[src/utxdr_pkg.sv]
package utxdr_pkg;
   // transmit queue geometry
   localparam int          UTXDR_DEPTH     = 64;
   localparam logic [6:0]  UTXDR_FULL_LVL  = 7'h40;
   localparam logic [6:0]  UTXDR_SUM_LIMIT = 7'h3f;

   // register offsets on the configuration port
   localparam logic [7:0]  OFS_PORTAL8     = 8'h08;
   localparam logic [7:0]  OFS_LCR_PORTAL  = 8'h0c;
   localparam logic [7:0]  OFS_MODEM       = 8'h10;
   localparam logic [7:0]  OFS_TRIG_SEL    = 8'h1c;
   localparam logic [7:0]  OFS_SUPP        = 8'h40;
   localparam logic [7:0]  OFS_MODE3       = 8'h80;
   localparam logic [7:0]  OFS_TXREQ_LVL   = 8'h84;
   localparam logic [7:0]  OFS_STATUS      = 8'h88;
   localparam logic [7:0]  OFS_MASK        = 8'h8c;
   localparam logic [7:0]  OFS_LEVEL       = 8'h90;

   // reset values and portal keys
   localparam logic [7:0]  REG_RST         = 8'h00;
   localparam logic [7:0]  PORTAL_KEY_EFR  = 8'hbf;
   localparam logic [7:0]  PORTAL_KEY_FCR  = 8'h00;

   // field positions
   localparam int          EFR_ENH_BIT     = 4;
   localparam int          SCR_FINE_BIT    = 6;
   localparam int          MCR_TLR_BIT     = 6;
   localparam int          MODE_DEFINITION_THREE_THR_BIT    = 2;
   localparam int          FCR_DMA_BIT     = 3;
   localparam int          FCR_TRIG_LSB    = 4;
   localparam int          COARSE_SHIFT    = 2;
   localparam int          ST_SYNC_BIT     = 0;
   localparam int          ST_OVF_BIT      = 1;
   localparam int          ST_CROSS_BIT    = 2;
   localparam logic [5:0]  DEFAULT_BURST   = 6'h08;

   // controller's own registers on its user port
   localparam logic [3:0]  HOFS_CTRL       = 4'h0;
   localparam logic [3:0]  HOFS_TRIG       = 4'h4;
   localparam logic [3:0]  HOFS_THR        = 4'h8;
   localparam logic [3:0]  HOFS_STAT       = 4'hc;
   localparam logic [3:0]  HOFS_PEEK       = 4'h1;
   localparam logic [3:0]  HOFS_PEEKD      = 4'h2;
   localparam logic [3:0]  CFG_LAST_STEP   = 4'h8;

   typedef enum logic [3:0] {
      UTXDR_S_IDLE  = 4'b0001,
      UTXDR_S_CFG   = 4'b0010,
      UTXDR_S_RUN   = 4'b0100,
      UTXDR_S_BURST = 4'b1000
   } utxdr_state_t;
endpackage

[src/utxdr_if.sv]
`timescale 1ns/1ps
interface utxdr_if;
   // configuration access
   logic [7:0] cfg_addr;
   logic [7:0] cfg_wdata;
   logic       cfg_wr;
   logic       cfg_rd;
   logic [7:0] cfg_rdata;
   // transfer request and refill
   logic       serial_transmit_transfer_request;
   logic [5:0] dma_len;
   logic       dma_wr;
   logic [7:0] dma_wdata;

   modport dev (
      input  cfg_addr, cfg_wdata, cfg_wr, cfg_rd, dma_wr, dma_wdata,
      output cfg_rdata, serial_transmit_transfer_request, dma_len
   );
   modport dma (
      output cfg_addr, cfg_wdata, cfg_wr, cfg_rd, dma_wr, dma_wdata,
      input  cfg_rdata, serial_transmit_transfer_request, dma_len
   );
endinterface

[src/utxdr_dev.sv]
// Decided for this implementation: strobed register access.
`timescale 1ns/1ps
module utxdr_dev
   import utxdr_pkg::*;
(
   // clock and reset
   input  wire logic       clock,
   input  wire logic       arst_n,
   // link to the transfer controller
   utxdr_if.dev            lnk,
   // serialiser side
   output logic [7:0]      tx_data,
   output logic            tx_valid,
   input  wire logic       tx_ready,
   // status
   output logic            tx_queue_full,
   output logic            irq
);

   ////////////////////////////////////////////////////////////////////////
   // configuration registers
   logic [7:0] efr_ff, lcr_ff, mcr_ff, tlr_ff, spr_ff, scr_ff, mode_definition_three_ff, thr_ff;
   logic [7:0] fcr_ff, mask_ff, status_ff, rdata_ff;
   logic [7:0] nxt_status;

   // portal decode: offset 8 is the feature register only behind the key
   wire efr_sel  = (lcr_ff == PORTAL_KEY_EFR);
   wire fcr_sel  = !efr_sel;
   wire enh_on   = efr_ff[EFR_ENH_BIT];
   wire tlr_open = enh_on && mcr_ff[MCR_TLR_BIT];
   wire wr       = lnk.cfg_wr;
   wire at8      = (lnk.cfg_addr == OFS_PORTAL8);
   wire we_efr   = wr && at8 && efr_sel;
   wire we_fcr   = wr && at8 && fcr_sel;
   wire we_lcr   = wr && (lnk.cfg_addr == OFS_LCR_PORTAL);
   wire we_mcr   = wr && (lnk.cfg_addr == OFS_MODEM) && enh_on;
   wire we_tsel  = wr && (lnk.cfg_addr == OFS_TRIG_SEL);
   wire we_tlr   = we_tsel && tlr_open;
   wire we_spr   = we_tsel && !tlr_open;
   wire we_scr   = wr && (lnk.cfg_addr == OFS_SUPP);
   wire we_mode_definition_three  = wr && (lnk.cfg_addr == OFS_MODE3);
   wire we_thr   = wr && (lnk.cfg_addr == OFS_TXREQ_LVL);
   wire we_stat  = wr && (lnk.cfg_addr == OFS_STATUS);
   wire we_mask  = wr && (lnk.cfg_addr == OFS_MASK);

   // plain storage registers, each loads its own write strobe
   always_ff @(posedge clock or negedge arst_n) begin
      if (!arst_n) begin
         efr_ff  <= REG_RST;
         lcr_ff  <= REG_RST;
         mcr_ff  <= REG_RST;
         tlr_ff  <= REG_RST;
         spr_ff  <= REG_RST;
         scr_ff  <= REG_RST;
         mode_definition_three_ff <= REG_RST;
         thr_ff  <= REG_RST;
         fcr_ff  <= REG_RST;
         mask_ff <= REG_RST;
      end else begin
         if (we_efr)  efr_ff  <= lnk.cfg_wdata;
         if (we_lcr)  lcr_ff  <= lnk.cfg_wdata;
         if (we_mcr)  mcr_ff  <= lnk.cfg_wdata;
         if (we_tlr)  tlr_ff  <= lnk.cfg_wdata;
         if (we_spr)  spr_ff  <= lnk.cfg_wdata;
         if (we_scr)  scr_ff  <= lnk.cfg_wdata;
         if (we_mode_definition_three) mode_definition_three_ff <= lnk.cfg_wdata;
         if (we_thr)  thr_ff  <= lnk.cfg_wdata;
         if (we_fcr)  fcr_ff  <= lnk.cfg_wdata;
         if (we_mask) mask_ff <= lnk.cfg_wdata;
      end
   end

   ////////////////////////////////////////////////////////////////////////
   // transmit queue
   logic [7:0] mem [UTXDR_DEPTH];
   logic [5:0] wr_ptr_ff, rd_ptr_ff;
   logic [6:0] count_ff;
   logic       full_ff, full_meta_ff, full_sync_ff;
   logic [7:0] out_data_ff;
   logic       out_valid_ff;

   wire full_now = (count_ff == UTXDR_FULL_LVL);
   wire empty    = (count_ff == 7'h00);
   wire push     = lnk.dma_wr && !full_now;
   wire pop      = !empty && (!out_valid_ff || tx_ready);
   wire overflow = lnk.dma_wr && full_now;
   wire [6:0] nxt_count = count_ff + {6'h00, push} - {6'h00, pop};

   // storage array, no reset needed on data
   always_ff @(posedge clock) begin
      if (push) mem[wr_ptr_ff] <= lnk.dma_wdata;
   end

   // pointers, level and output stage
   always_ff @(posedge clock or negedge arst_n) begin
      if (!arst_n) begin
         wr_ptr_ff    <= 6'h00;
         rd_ptr_ff    <= 6'h00;
         count_ff     <= 7'h00;
         out_data_ff  <= REG_RST;
         out_valid_ff <= 1'b0;
      end else begin
         if (push) wr_ptr_ff <= wr_ptr_ff + 6'h01;
         if (pop) begin
            rd_ptr_ff   <= rd_ptr_ff + 6'h01;
            out_data_ff <= mem[rd_ptr_ff];
         end
         if (pop) out_valid_ff <= 1'b1;
         else if (tx_ready) out_valid_ff <= 1'b0;
         count_ff <= nxt_count;
      end
   end

   // full flag is registered, then treated as foreign to the request logic
   always_ff @(posedge clock or negedge arst_n) begin
      if (!arst_n) begin
         full_ff      <= 1'b0;
         full_meta_ff <= 1'b0;
         full_sync_ff <= 1'b0;
      end else begin
         full_ff      <= (nxt_count == UTXDR_FULL_LVL);
         full_meta_ff <= full_ff;
         full_sync_ff <= full_meta_ff;
      end
   end

   ////////////////////////////////////////////////////////////////////////
   // trigger level and request generation
   wire        fine     = scr_ff[SCR_FINE_BIT];
   wire [1:0]  fcr_trig = fcr_ff[FCR_TRIG_LSB +: 2];
   wire [6:0]  trig_fine   = {1'b0, tlr_ff[3:0], fcr_trig};
   wire [6:0]  trig_coarse = {1'b0, tlr_ff[3:0], 2'b00};
   wire [6:0]  trig_lvl = fine ? trig_fine : trig_coarse;
   wire        thr_on   = mode_definition_three_ff[MODE_DEFINITION_THREE_THR_BIT];
   wire [5:0]  burst    = thr_on ? thr_ff[5:0] : DEFAULT_BURST;
   wire        dma_on   = fcr_ff[FCR_DMA_BIT];
   wire        below    = dma_on && (count_ff <= trig_lvl);
   logic       below_ff, req_ff;
   logic [5:0] len_ff;
   // a crossing is the first cycle at or under the level, so one pulse each
   wire        crossing = below && !below_ff;
   // a request raised while the queue reads full is surplus, not data demand
   wire        surplus  = crossing && full_sync_ff;

   always_ff @(posedge clock or negedge arst_n) begin
      if (!arst_n) begin
         below_ff <= 1'b0;
         req_ff   <= 1'b0;
         len_ff   <= 6'h00;
      end else begin
         below_ff <= below;
         req_ff   <= crossing && !full_sync_ff;
         if (crossing) len_ff <= burst;
      end
   end

   ////////////////////////////////////////////////////////////////////////
   // sticky status; a new event wins over a write-one clear
   wire [7:0] events = (8'h01 << ST_SYNC_BIT) & {8{surplus}}
                     | (8'h01 << ST_OVF_BIT)  & {8{overflow}}
                     | (8'h01 << ST_CROSS_BIT) & {8{crossing}};
   wire [7:0] clr    = we_stat ? lnk.cfg_wdata : 8'h00;
   assign nxt_status = (status_ff & ~clr) | events;

   always_ff @(posedge clock or negedge arst_n) begin
      if (!arst_n) status_ff <= REG_RST;
      else status_ff <= nxt_status;
   end

   ////////////////////////////////////////////////////////////////////////
   // read mux, data stands the cycle after the strobe
   logic [7:0] rmux;
   always_comb begin
      unique case (lnk.cfg_addr)
         OFS_PORTAL8:    rmux = efr_sel ? efr_ff : fcr_ff;
         OFS_LCR_PORTAL: rmux = lcr_ff;
         OFS_MODEM:      rmux = mcr_ff;
         OFS_TRIG_SEL:   rmux = tlr_open ? tlr_ff : spr_ff;
         OFS_SUPP:       rmux = scr_ff;
         OFS_MODE3:      rmux = mode_definition_three_ff;
         OFS_TXREQ_LVL:  rmux = thr_ff;
         OFS_STATUS:     rmux = status_ff;
         OFS_MASK:       rmux = mask_ff;
         OFS_LEVEL:      rmux = {1'b0, count_ff};
         default:        rmux = 8'h00;  // unmapped offsets read zero
      endcase
   end

   always_ff @(posedge clock or negedge arst_n) begin
      if (!arst_n) rdata_ff <= REG_RST;
      else if (lnk.cfg_rd) rdata_ff <= rmux;
      else rdata_ff <= 8'h00;
   end

   // outputs
   assign lnk.cfg_rdata = rdata_ff;
   assign lnk.serial_transmit_transfer_request = req_ff;
   assign lnk.dma_len   = len_ff;
   assign tx_data       = out_data_ff;
   assign tx_valid      = out_valid_ff;
   assign tx_queue_full = full_ff;
   assign irq           = |(status_ff & mask_ff);
endmodule

[src/flat_wrapper.sv]
// flat-port wrapper written by rule: the top's interface ports become plain ports
module utxdr_dev_flat import utxdr_pkg::*;
  (clock, arst_n, tx_data, tx_valid, tx_ready, tx_queue_full, irq, lnk_cfg_addr, lnk_cfg_wdata, lnk_cfg_wr, lnk_cfg_rd, lnk_dma_wr, lnk_dma_wdata, lnk_cfg_rdata, lnk_serial_transmit_transfer_request, lnk_dma_len);
  utxdr_if lnk_i ();
  input  wire logic clock;
  input  wire logic arst_n;
  output logic [7:0] tx_data;
  output logic tx_valid;
  input  wire logic tx_ready;
  output logic tx_queue_full;
  output logic irq;
  input wire logic [$bits(lnk_i.cfg_addr)-1:0] lnk_cfg_addr;
  input wire logic [$bits(lnk_i.cfg_wdata)-1:0] lnk_cfg_wdata;
  input wire logic [$bits(lnk_i.cfg_wr)-1:0] lnk_cfg_wr;
  input wire logic [$bits(lnk_i.cfg_rd)-1:0] lnk_cfg_rd;
  input wire logic [$bits(lnk_i.dma_wr)-1:0] lnk_dma_wr;
  input wire logic [$bits(lnk_i.dma_wdata)-1:0] lnk_dma_wdata;
  output wire logic [$bits(lnk_i.cfg_rdata)-1:0] lnk_cfg_rdata;
  output wire logic [$bits(lnk_i.serial_transmit_transfer_request)-1:0] lnk_serial_transmit_transfer_request;
  output wire logic [$bits(lnk_i.dma_len)-1:0] lnk_dma_len;
  assign lnk_i.cfg_addr = lnk_cfg_addr;
  assign lnk_i.cfg_wdata = lnk_cfg_wdata;
  assign lnk_i.cfg_wr = lnk_cfg_wr;
  assign lnk_i.cfg_rd = lnk_cfg_rd;
  assign lnk_i.dma_wr = lnk_dma_wr;
  assign lnk_i.dma_wdata = lnk_dma_wdata;
  assign lnk_cfg_rdata = lnk_i.cfg_rdata;
  assign lnk_serial_transmit_transfer_request = lnk_i.serial_transmit_transfer_request;
  assign lnk_dma_len = lnk_i.dma_len;
  utxdr_dev u_core (.clock(clock), .arst_n(arst_n), .lnk(lnk_i), .tx_data(tx_data), .tx_valid(tx_valid), .tx_ready(tx_ready), .tx_queue_full(tx_queue_full), .irq(irq));
endmodule
[config.mk]
export PLATFORM = sky130hd
export DESIGN_NAME = utxdr_dev_flat
export DESIGN_NICKNAME = d
export VERILOG_FILES = /design/src/utxdr_pkg.sv /design/src/utxdr_if.sv /design/src/utxdr_dev.sv /design/src/flat_wrapper.sv
export SDC_FILE = /design/constraint.sdc
export NUM_CORES = 1
export LEC_CHECK = 0
export BUFFER_PORTS_ARGS = -buffer_cell sky130_fd_sc_hd__buf_4
export CAP_MARGIN = 20
export CORE_MARGIN = 2
export CORE_UTILIZATION = 50
export DETAILED_ROUTE_END_ITERATION = 7
export GPL_TIMING_DRIVEN = 0
export PLACE_DENSITY = 0.66
export SYNTH_ARGS = -nofsm -noshare
export SYNTH_HDL_FRONTEND = slang
export SYNTH_SLANG_ARGS = --single-unit
[constraint.sdc]
create_clock -name clock -period 7.7 [get_ports clock]
set_input_delay 0.77 -clock clock [delete_from_list [all_inputs] [get_ports clock]]
set_output_delay 0.77 -clock clock [all_outputs]
set_load 0.02 [all_outputs]
==> flow_metrics.tcl, run 1 <==
set metrics [dict create \
    min_path_type "in -> async" \
    grt_max_degree 85 \
    cts_hold_buf 0 \
    status "finished clean" \
    grt_usage_pct 23.6 \
    cts-buffers-inserted 67 \
    synth_cells 1506 \
    path_cells "inv_1 > ha_1 > nand4bb_1 > o21a_1 > buf_1 > ha_1 > inv_1 > ha_1 > fa_1 > a21oi_1 > o21bai_1 > xor2_1 > or4_1 > nor4b_1" \
    firstDrtPassIters 5 \
    combPwrFrac_pct 28.3 \
    min_period_ns 4.12 \
    post_cts_buffers 0 \
    yosysTopAreaCell "edfxtp_1" \
    chipWidth_um 234 \
    slew_headroom_pct 23.3 \
    endpoint_kind "flip-flop" \
    initial_utilization_pct 50.5 \
    max-vdd-ir-drop_uv 304 \
    slowest_stage "buf_1" \
    seqPwrFrac_pct 40.5 \
    powerDensity_mw_per_mm2 339 \
    slowest_delay_ns 0.53 \
    cts_root_buf "clkbuf_16" \
    fillers 3951 \
    synth_cell_type_count 71 \
    setup_tns_ns 0 \
    ys_async_sr_fraction_pct 20.9 \
    grt_pass1_wl_um 93100 \
    final_common_cell "edfxtp_1" \
    fmax_mhz 243 \
    rows 84 \
    cp_top_family "adder cells" \
    post_dp_cell_area_mm2 0.0278 \
    hpwl_um 40000 \
    yosysWarningCount 0 \
    vias 14200 \
    rsz0062_at_grt "no" \
    clk_latency_ns 0.61 \
    drc 0 \
    synth_top_flop_cell "edfxtp_1" \
    tightest_slew_ns 1.15 \
    crit_cells 14 \
    synthTopCellsByArea "edfxtp_1 58%, dfrtp_1 13%, mux4_2 7.9%, mux2_2 4.8%, mux2i_1 4.0%" \
    use_met3_pct 4.46 \
    crit_required_ns 8.18 \
    period_share_pct 53.5 \
    p_switching_mw 3.13 \
    cts.repair.resized 0 \
    r2r_start "u_core.count_ff[5]" \
    start_kind "flip-flop" \
    seq_area_frac_synth_pct 70.8 \
    antenna_found_initial 0 \
    clk_path_buf_depth 3 \
    drt_iter0_drc 1350 \
    max-cap-violations 0 \
    syn_to_final_growth_pct 13.0 \
    yosys_register_bits 647 \
    cts_max_level 3 \
    hold_viol_final 0 \
    finalWirelength_um 62300 \
    cts_sinks 647 \
    gr-usage-met2_pct 38.2 \
    setup_viol 0 \
    synth_top_cell_area_share_pct 58.1 \
    synth_nets 1554 \
    synth_edf_count 512 \
    core_region_area_mm2 0.0524 \
    crit_arrival_ns 4.60 \
    startpoint "u_core.count_ff[5]" \
    ant_nets 0 \
    synthesis.area_mm2 0.0265 \
    cts_tree "done" \
    fp.dieH_um 234 \
    p_sw_share_pct 30.9 \
    drive_gt1_share_pct 24.3 \
    maxSlewViolCount 0 \
    cpMostUsedCell "ha_1" \
    power.internal_mw 7.00 \
    grt_overflow_total 0 \
    grt_pass1_vias 14500 \
    path_clk_slew_ns 0.06 \
    clkPwrFrac_pct 31.2 \
    final_cell_area_mm2 0.0299 \
    path_buf_inv 3 \
    fin_skew_ns 0.0270 \
    avgRoutedWirePerCell_um 26.3 \
    gp_congestion 0.925 \
    drt-vias-per-instance 6.01 \
    final_cell_mix "512 x edfxtp_1, 135 x dfrtp_1, 113 x mux2_2, 105 x mux2i_1, 99 x nor2_1" \
    top_usage_layer "met2" \
    ios 56 \
    diodes 0 \
    utilization_pct 57.0 \
    synth.avg_cell_area_um2 17.6 \
    io_buffers 54 \
    crit_type "reg -> reg" \
    r2r_cells 14 \
    grtUsageMet1_pct 31.5 \
    cp_max_fo 10 \
    die_area_mm2 0.0548 \
    leakage_nw 10.6 \
    final_nets 1678 \
]
## state kept, by name, indices dropped and copies added (netlist names), 7 cells and up
signal and flops:
u_core.count_ff 7, u_core.efr_ff 8, u_core.fcr_ff 8, u_core.lcr_ff 8, u_core.lnk.cfg_rdata 8, u_core.mask_ff 8
u_core.mcr_ff 8, u_core.mem 512, u_core.mode_definition_three_ff 8, u_core.scr_ff 8, u_core.spr_ff 8, u_core.status_ff 8
u_core.thr_ff 8, u_core.tlr_ff 8, u_core.tx_data 8
## final cells by class
cell class / instances / area [um2] / share of cell area, %
Sequential cell: 647 / 18800 / 62.7
Buffer: 82 / 474 / 1.59
Multi-Input combinational cell: 756 / 7160 / 23.9
Inverter: 21 / 78.8 / 0.264
Clock buffer: 90 / 1870 / 6.24
Timing Repair Buffer: 55 / 437 / 1.46
Tap cell: 688 / 861 / 2.88
Clock inverter: 26 / 278 / 0.929
## worst reg2reg max path, delay by kind of cell (launching register included)
| family | cells | cell delay (ns) |
|---|---|---|
| xor gates and xnor gates | 1 | 0.17 |
| AOI/OAI and AO/OA | 3 | 0.67 |
| adders and majority gates | 4 | 1.09 |
| and+or+nand+nor | 3 | 0.88 |
| buffers and inverters | 3 | 0.68 |
| DFF | 1 | 0.51 |
## cells in the mapped netlist, types with 19 or more instances
cell type / count
mux4_2: 93
dfrtp_1: 135
buf_2: 19
edfxtp_1: 512
nand2_1: 41
mux2i_1: 105
clkbuf_1: 34
inv_1: 20
a21oi_1: 58
o22ai_1: 26
nor2_1: 99
mux2_2: 113
## power by group through the flow
stage | sequential, mW | clock (mW) | combinational [mW]
2_1_floorplan | 4.15 | 0 | 1.91
3_3_place_gp | 4.17 | 0 | 2.84
3_5_place_dp | 4.17 | 0 | 2.86
4_1_cts | 4.10 | 3.22 | 2.88
5_1_grt | 4.12 | 3.35 | 3.06
6_report | 4.10 | 3.16 | 2.87
## routing by layer
layer | vias to the layer above | share of wire, %
met5 | - | 0
met4 | 0 | 4.4
met3 | 145 | 6.3
met2 | 550 | 48
met1 | 7294 | 41
li1 | 6215 | -
## final timing paths
kind	slack, ns	endpoint
hold / removal	0.11	u_core.lnk.dma_len[2]
max in group asynchronous	6.78	u_core.efr_ff[7]
min in group clock	0.36	u_core.full_sync_ff
setup / recovery	3.58	u_core.tx_queue_full
hold reg to reg	0.36	u_core.full_sync_ff
setup reg to reg	3.58	u_core.tx_queue_full
## metrics by stage
step,power (mW),hold slack [ns],setup WS (ns),instances
global route,10.5,0.140,3.33,2365
global placement,7.00,0.341,3.62,2248
floorplan,6.05,0.331,4.33,1506
detailed placement,7.04,0.360,3.59,2249
finish,10.1,0.113,3.58,2365
CTS,10.2,0.105,3.59,2365
## cells by family (layout without fill, tap and decap cells)
| logic type | Yosys count | after routing | share of synthesized area, % |
|---|---|---|---|
| AOI/OAI and AO/OA | 186 | 186 | 4.73 |
| DFF | 647 | 647 | 70.8 |
| muxes | 315 | 315 | 16.9 |
| and+or+nand+nor | 222 | 222 | 4.10 |
| adders and majority gates | 18 | 18 | 0.879 |
| buffers and inverters | 103 | 274 | 2.09 |
| xor gates and xnor gates | 15 | 15 | 0.496 |
(Power assumes the default switching activity.)
==> inputs of run 2 (changes only) <==
--- a/config.mk
+++ b/config.mk
@@ -5,13 +5,14 @@
 export SDC_FILE = /design/constraint.sdc
 export NUM_CORES = 1
 export LEC_CHECK = 0
+export ABC_AREA = 1
 export BUFFER_PORTS_ARGS = -buffer_cell sky130_fd_sc_hd__buf_4
 export CAP_MARGIN = 20
 export CORE_MARGIN = 2
 export CORE_UTILIZATION = 50
 export DETAILED_ROUTE_END_ITERATION = 7
 export GPL_TIMING_DRIVEN = 0
-export PLACE_DENSITY = 0.66
+export PLACE_DENSITY = 0.68
 export SYNTH_ARGS = -nofsm -noshare
 export SYNTH_HDL_FRONTEND = slang
 export SYNTH_SLANG_ARGS = --single-unit
==> constraint.sdc (replaced) <==
create_clock -name clock -period 3.44 [get_ports clock]
set_input_delay 0.344 -clock clock [delete_from_list [all_inputs] [get_ports clock]]
set_output_delay 0.344 -clock clock [all_outputs]
set_load 0.02 [all_outputs]
==> run 2 against run 1 <==
Against the previous run: the flow now finishes with violations (negative setup slack); maximum frequency increased by 16%; clock-buffer cell count down 2; register-to-register slack lost 3.7 ns; global-route usage increased by 2.5 points; hold slack got worse by 0.029 ns; final cell count increased by 46%; synthesized area increased by 3.6%; setup slack worse by 3.7 ns; first-iteration DRC count increased by 74%; highest routed layer unchanged; sequential share of layout area fell by 2.8 points.
==> flow_metrics.tcl, run 2 <==
set metrics [dict create \
    grt_overflow_total 0 \
    min_path_type "in -> reg" \
    yosys_register_bits 647 \
    avgRoutedWirePerCell_um 21.3 \
    worstHoldPathCells 4 \
    max-cap-violations 0 \
    rsz0062_at_grt "yes" \
    setup_tns_ns -3.66 \
    cts_max_level 3 \
    netlist_top_cells_count "835 x nand2_1, 512 x edfxtp_1, 368 x nand3_1" \
    synthTopCellsByArea "edfxtp_1 56%, dfrtp_1 12%, nand2_1 11%, nand3_1 6.7%, nor2_1 1.9%" \
    cp_max_fo 10 \
    reg2reg_slack_ns -0.11 \
    grt_usage_pct 26.1 \
    synthesis.area_mm2 0.0274 \
    grt_pass1_wl_um 111000 \
    antenna_found_initial 1 \
    die_area_mm2 0.0568 \
    chipWidth_um 238 \
    crit_arrival_ns 3.79 \
    vias 19600 \
    period_share_pct 103 \
    fmax_mhz 281 \
    min_period_ns 3.55 \
    fin_skew_ns 0.0297 \
    tightest_slew_ns 1.30 \
    regMostFlops "u_core.mem" \
    powerDensity_mw_per_mm2 799 \
    power.internal_mw 15.7 \
    synth_cell_type_count 39 \
    hold_start "lnk_cfg_wdata[2]" \
    start_kind "flip-flop" \
    ant_nets 0 \
    hold_viol_final 0 \
    slew_headroom_pct 12.9 \
    initial_utilization_pct 50.8 \
    r2r-end "u_core.mem[32][4]" \
    cts_tree "done" \
    r2r_cells 10 \
    grt_pass1_vias 18800 \
    drt-vias-per-instance 5.68 \
    clk_latency_ns 0.62 \
    synth.avg_cell_area_um2 10.8 \
    final_cell_mix "835 x nand2_1, 512 x edfxtp_1, 368 x nand3_1, 135 x dfrtp_1, 123 x inv_1" \
    yosysMostFrequentCell "nand2_1" \
    finalWirelength_um 73500 \
    largest_reg_flops 512 \
    cts_root_buf "clkbuf_16" \
    core_region_area_mm2 0.0540 \
    seqPwrFrac_pct 36.5 \
    grt_max_degree 73 \
    cts_sinks 647 \
    clk_path_buf_depth 3 \
    fp.dieH_um 238 \
    setup_viol 72 \
    crit_type "reg -> reg" \
    fin_ws_ns -0.114 \
    p_switching_mw 9.30 \
    ios 56 \
    io_buffers 55 \
    crit_required_ns 3.67 \
    synth_edf_count 512 \
    violations "negative setup slack" \
    drc 0 \
    max-vdd-ir-drop_uv 495 \
    path_clk_slew_ns 0.06 \
    leakage_nw 12.3 \
    yosysTopAreaCell "edfxtp_1" \
    post_dp_cell_area_mm2 0.0288 \
    min_to "u_core.status_ff[2]" \
    final_cell_area_mm2 0.0313 \
    drive_gt1_share_pct 12.5 \
    hpwl_um 48300 \
    final_nets 2740 \
    synth_top_cell_area_share_pct 56.0 \
    gp_congestion 0.976 \
    combPwrFrac_pct 33.0 \
    p_sw_share_pct 37.1 \
    synth_nets 2599 \
    ys_async_sr_fraction_pct 20.9 \
    cts-buffers-inserted 69 \
    r2r_start "u_core.count_ff[3]" \
    status "finished with violations" \
    clkPwrFrac_pct 30.5 \
    rows 85 \
    synth_top_flop_cell "edfxtp_1" \
    firstDrtPassIters 6 \
    endpoint_kind "flip-flop" \
    maxSlewViolCount 0 \
    final_common_cell "nand2_1" \
    syn_to_final_growth_pct 14.2 \
    drt_iter0_drc 2351 \
    synth_cells 2551 \
    seq_area_frac_synth_pct 68.4 \
    yosysWarningCount 0 \
]
==> run 2: worst max-delay path by stage <==
stage                             from                   end  slack [ns]  cells past startpoint
detailed placement  u_core.count_ff[3]  u_core.tx_queue_full       -0.32                     17
finish              u_core.count_ff[3]     u_core.mem[32][4]       -0.11                     10
global placement    u_core.count_ff[3]  u_core.tx_queue_full       -0.28                     17
floorplan           u_core.count_ff[2]  u_core.tx_queue_full        0.38                     17
CTS                 u_core.count_ff[3]  u_core.tx_queue_full       -0.01                     16
global route        u_core.count_ff[2]     u_core.mem[32][4]       -0.20                     10
==> run 2: cell families (layout without fill, tap and decap cells) <==
logic type | count (synthesis) | in the layout | synth area share, %
AND/OR/NAND/NOR | 1416 | 1416 | 22.1
other | 0 | 1 | 0
flip-flops | 647 | 647 | 68.4
buffers and inverters | 265 | 460 | 4.24
AO/OA/AOI/OAI | 192 | 192 | 4.05
adder cells (fa/ha/maj) | 18 | 18 | 0.848
XOR/XNOR | 13 | 13 | 0.415
==> run 2: cell type report <==
type / count / area, um2
sequential: 647 / 18800
antenna: 1 / 2.50
tap: 696 / 871
timing repair buffer: 71 / 589
multi-input combinational: 1639 / 7630
buffer: 128 / 648
clock buffer: 88 / 1890
fill: 4431 / 22700
clock inverter: 37 / 428
inverter: 136 / 514
==> run 2: per-layer routing <==
layer  GRT usage (%)  part of all wire [%]  up-vias
li1                -                     -     9022
met1            36.4                    42     9435
met2            40.1                    45      939
met3            5.60                   9.4      166
met4            10.8                   3.9        0
met5               0                     0        -
==> run 2: worst max-delay path, stage by stage, from the launching register on <==
cell	delay [ns]
dfrtp_1	0.40
inv_2	0.07
ha_1	0.17
nand2_1	0.08
nor2_2	0.05
nand3_1	0.08
nand2_1	0.14
inv_1	0.10
buf_2	0.21
nand4_1	1.02
nor2_2	0.86
==> run 2: power by group through the flow <==
| stage | sequential, mW | clock [mW] | combinational (mW) |
|---|---|---|---|
| 2_1_floorplan | 9.28 | 0 | 4.90 |
| 3_3_place_gp | 9.27 | 0 | 7.72 |
| 3_5_place_dp | 9.28 | 0 | 7.90 |
| 4_1_cts | 9.13 | 7.70 | 7.95 |
| 5_1_grt | 9.17 | 8.01 | 8.94 |
| 6_report | 9.13 | 7.64 | 8.26 |
==> run 2: through the flow <==
step	cells	setup slack, ns	power (mW)	util (%)	hold slack, ns
floorplan	2551	0.376	14.2	-	0.0484
global placement	3302	-0.278	17.0	53.2	0.333
detailed placement	3304	-0.316	17.2	53.2	0.341
CTS	3437	-0.0108	24.8	57.7	0.0547
global route	3442	-0.200	26.1	58.0	0.0823
finish	3443	-0.114	25.0	58.0	0.0839
==> run 2: what timing repair did <==
item,4_1_cts,5_1_grt
buffers inserted,1,4
resized for setup,4,38
gates cloned,0,0
setup endpoints to repair,18,330
hold buffers,8,0
pin swaps,0,1
hold endpoints to repair,70,0
==> inputs of run 3 (changes only) <==
--- a/config.mk
+++ b/config.mk
@@ -9,10 +9,10 @@
 export BUFFER_PORTS_ARGS = -buffer_cell sky130_fd_sc_hd__buf_4
 export CAP_MARGIN = 20
 export CORE_MARGIN = 2
-export CORE_UTILIZATION = 50
+export CORE_UTILIZATION = 55
 export DETAILED_ROUTE_END_ITERATION = 7
-export GPL_TIMING_DRIVEN = 0
-export PLACE_DENSITY = 0.68
+export PLACE_DENSITY = 0.74
+export SLEW_MARGIN = 20
 export SYNTH_ARGS = -nofsm -noshare
 export SYNTH_HDL_FRONTEND = slang
 export SYNTH_SLANG_ARGS = --single-unit
==> run 3 against run 2 <==
Against the previous run: the run now ends clean; total power decreased by 5.5%; critical path type unchanged; die area decreased by 8.9%; largest power group unchanged; register-to-register slack improved by 0.35 ns; largest cell class unchanged; clock-buffer cell count increased by 7.
==> flow_metrics.tcl, run 3 (synthesis gave the netlist of run 2 again) <==
set metrics [dict create \
    endpoint "u_core.mem[21][5]" \
    grt_overflow_total 0 \
    diodes 0 \
    initial_utilization_pct 55.9 \
    leakage_nw 12.1 \
    syn_to_final_growth_pct 12.1 \
    hold_viol_final 0 \
    crit_cells 10 \
    grt_pass1_vias 18400 \
    io_buffers 55 \
    chipWidth_um 227 \
    reg2reg_slack_ns 0.24 \
    slowest_delay_ns 0.62 \
    avgRoutedWirePerCell_um 20.2 \
    rows 81 \
    final_cell_mix "835 x nand2_1, 512 x edfxtp_1, 368 x nand3_1, 138 x nor2_1, 132 x dfrtp_1" \
    seqPwrFrac_pct 39.5 \
    hold_start "lnk_dma_wr" \
    power.internal_mw 15.1 \
    drt-vias-per-instance 5.78 \
    powerDensity_mw_per_mm2 769 \
    rsz0062_at_grt "no" \
    cts_root_buf "clkbuf_16" \
    largest_reg_flops 512 \
    min_path_type "in -> reg" \
    p_sw_share_pct 36.2 \
    final_common_cell "nand2_1" \
    period_share_pct 93.1 \
    final_nets 2659 \
    path_clk_slew_ns 0.06 \
    cp_max_fo 11 \
    cts_max_level 3 \
    slowest_stage "nand4_1" \
    startpoint "u_core.count_ff[2]" \
    ant_nets 0 \
    antenna_found_initial 0 \
    cts_sinks 647 \
    totalPowerFinal_mw 23.6 \
    r2r_start "u_core.count_ff[2]" \
    gp_congestion 0.921 \
    p_switching_mw 8.56 \
    final_cell_area_mm2 0.0308 \
    utilization_pct 62.7 \
    fin_skew_ns 0.0245 \
    core_region_area_mm2 0.0491 \
    ios 56 \
    path_cells "inv_1 > ha_1 > nand2_1 > nor2_1 > nand3_1 > nand2_1 > inv_1 > nand4_1 > buf_4 > nor2_1" \
    post_dp_cell_area_mm2 0.0285 \
    crit_type "reg -> reg" \
    regMostFlops "u_core.mem" \
    finalWirelength_um 67200 \
    clk_path_buf_depth 3 \
    setup_tns_ns 0 \
    min_period_ns 3.20 \
    clkPwrFrac_pct 29.9 \
    die_area_mm2 0.0517 \
    path_buf_inv 3 \
    drive_gt1_share_pct 9.80 \
    maxSlewViolCount 0 \
    r2r_cells 10 \
    max-vdd-ir-drop_uv 918 \
    fp.dieH_um 227 \
    cts_tree "done" \
    firstDrtPassIters 6 \
    setup_viol 0 \
    crit_arrival_ns 3.43 \
    post_cts_buffers 0 \
    cp_top_family "simple AND/OR/NAND/NOR gates" \
    cts-buffers-inserted 68 \
    clk_latency_ns 0.60 \
    crit_required_ns 3.67 \
    drt_iter0_drc 2337 \
    start_kind "flip-flop" \
    combPwrFrac_pct 30.6 \
    r2r-end "u_core.mem[21][5]" \
    vias 19200 \
    grt_max_degree 154 \
    tightest_slew_ns 0.968 \
    slew_headroom_pct 35.4 \
    endpoint_kind "flip-flop" \
    grt_pass1_wl_um 103000 \
    drc 0 \
    hpwl_um 40700 \
    fmax_mhz 312 \
    grt_usage_pct 26.4 \
    max-cap-violations 0 \
    status "finished clean" \
]
[run 3: cell count changes in the layout (fill, tap and decap cells not counted), sizes merged]
| cell | delta |
|---|---|
| clkbuf | -26 |
| diode | -1 |
| bufinv | -6 |
| inv | -1 |
| dlygate4sd3 | -1 |
| buf | -46 |
| clkinv | -3 |
[run 3: per-stage QoR]
stage          std cells  hold WS, ns  setup slack, ns
4_1_cts             3327       0.0281            0.251
3_5_place_dp        3198        0.343            0.290
2_1_floorplan       2551       0.0484            0.376
5_1_grt             3327       0.0446           0.0531
3_3_place_gp        3198        0.334            0.362
6_report            3327       0.0422            0.237
[run 3: how the worst min path moves through the flow]
stage                           to  slack (ns)  cells past startpoint
2_1_floorplan      u_core.below_ff        0.05                      0
3_3_place_gp   u_core.full_sync_ff        0.33                      0
3_5_place_dp   u_core.full_sync_ff        0.34                      0
4_1_cts        u_core.status_ff[1]        0.03                      3
5_1_grt        u_core.status_ff[1]        0.04                      3
6_report       u_core.status_ff[1]        0.04                      3
[run 3: area by class of cell]
class / count / area, um2
flip-flops and latches: 647 / 18800
fillers: 3814 / 18300
multi-input cells: 1639 / 7520
clock buffers: 95 / 1910
repair buffers: 119 / 977
well taps: 664 / 831
inverters: 136 / 518
clock inverters: 27 / 245
[run 3: worst register-to-register path: cells and delay by family, from the launching register on]
kind	cells	cell delay [ns]
and+or+nand+nor	6	1.50
DFF	1	0.37
buffers and inverters	3	0.76
adders and majority gates	1	0.20
[run 3: per-layer routing]
layer	vias up	wire length, um	global-route usage [%]
li1	8836	-	-
met1	9220	27400	36.7
met2	1028	31000	41.9
met3	147	6560	4.61
met4	0	2310	10.4
met5	-	0	0
[run 3: repair_timing]
item | CTS | global route
endpoints found under the hold margin | 100 | 0
gates resized for setup | 0 | 0
hold buffers | 7 | 0
[run 3: power groups by stage]
stage | combinational, mW | clock [mW] | sequential (mW)
after floorplan | 4.90 | 0 | 9.28
after global placement | 6.88 | 0 | 9.45
after detailed placement | 7.02 | 0 | 9.47
after CTS | 7.09 | 7.15 | 9.31
after global routing | 7.86 | 7.49 | 9.36
final | 7.23 | 7.08 | 9.33
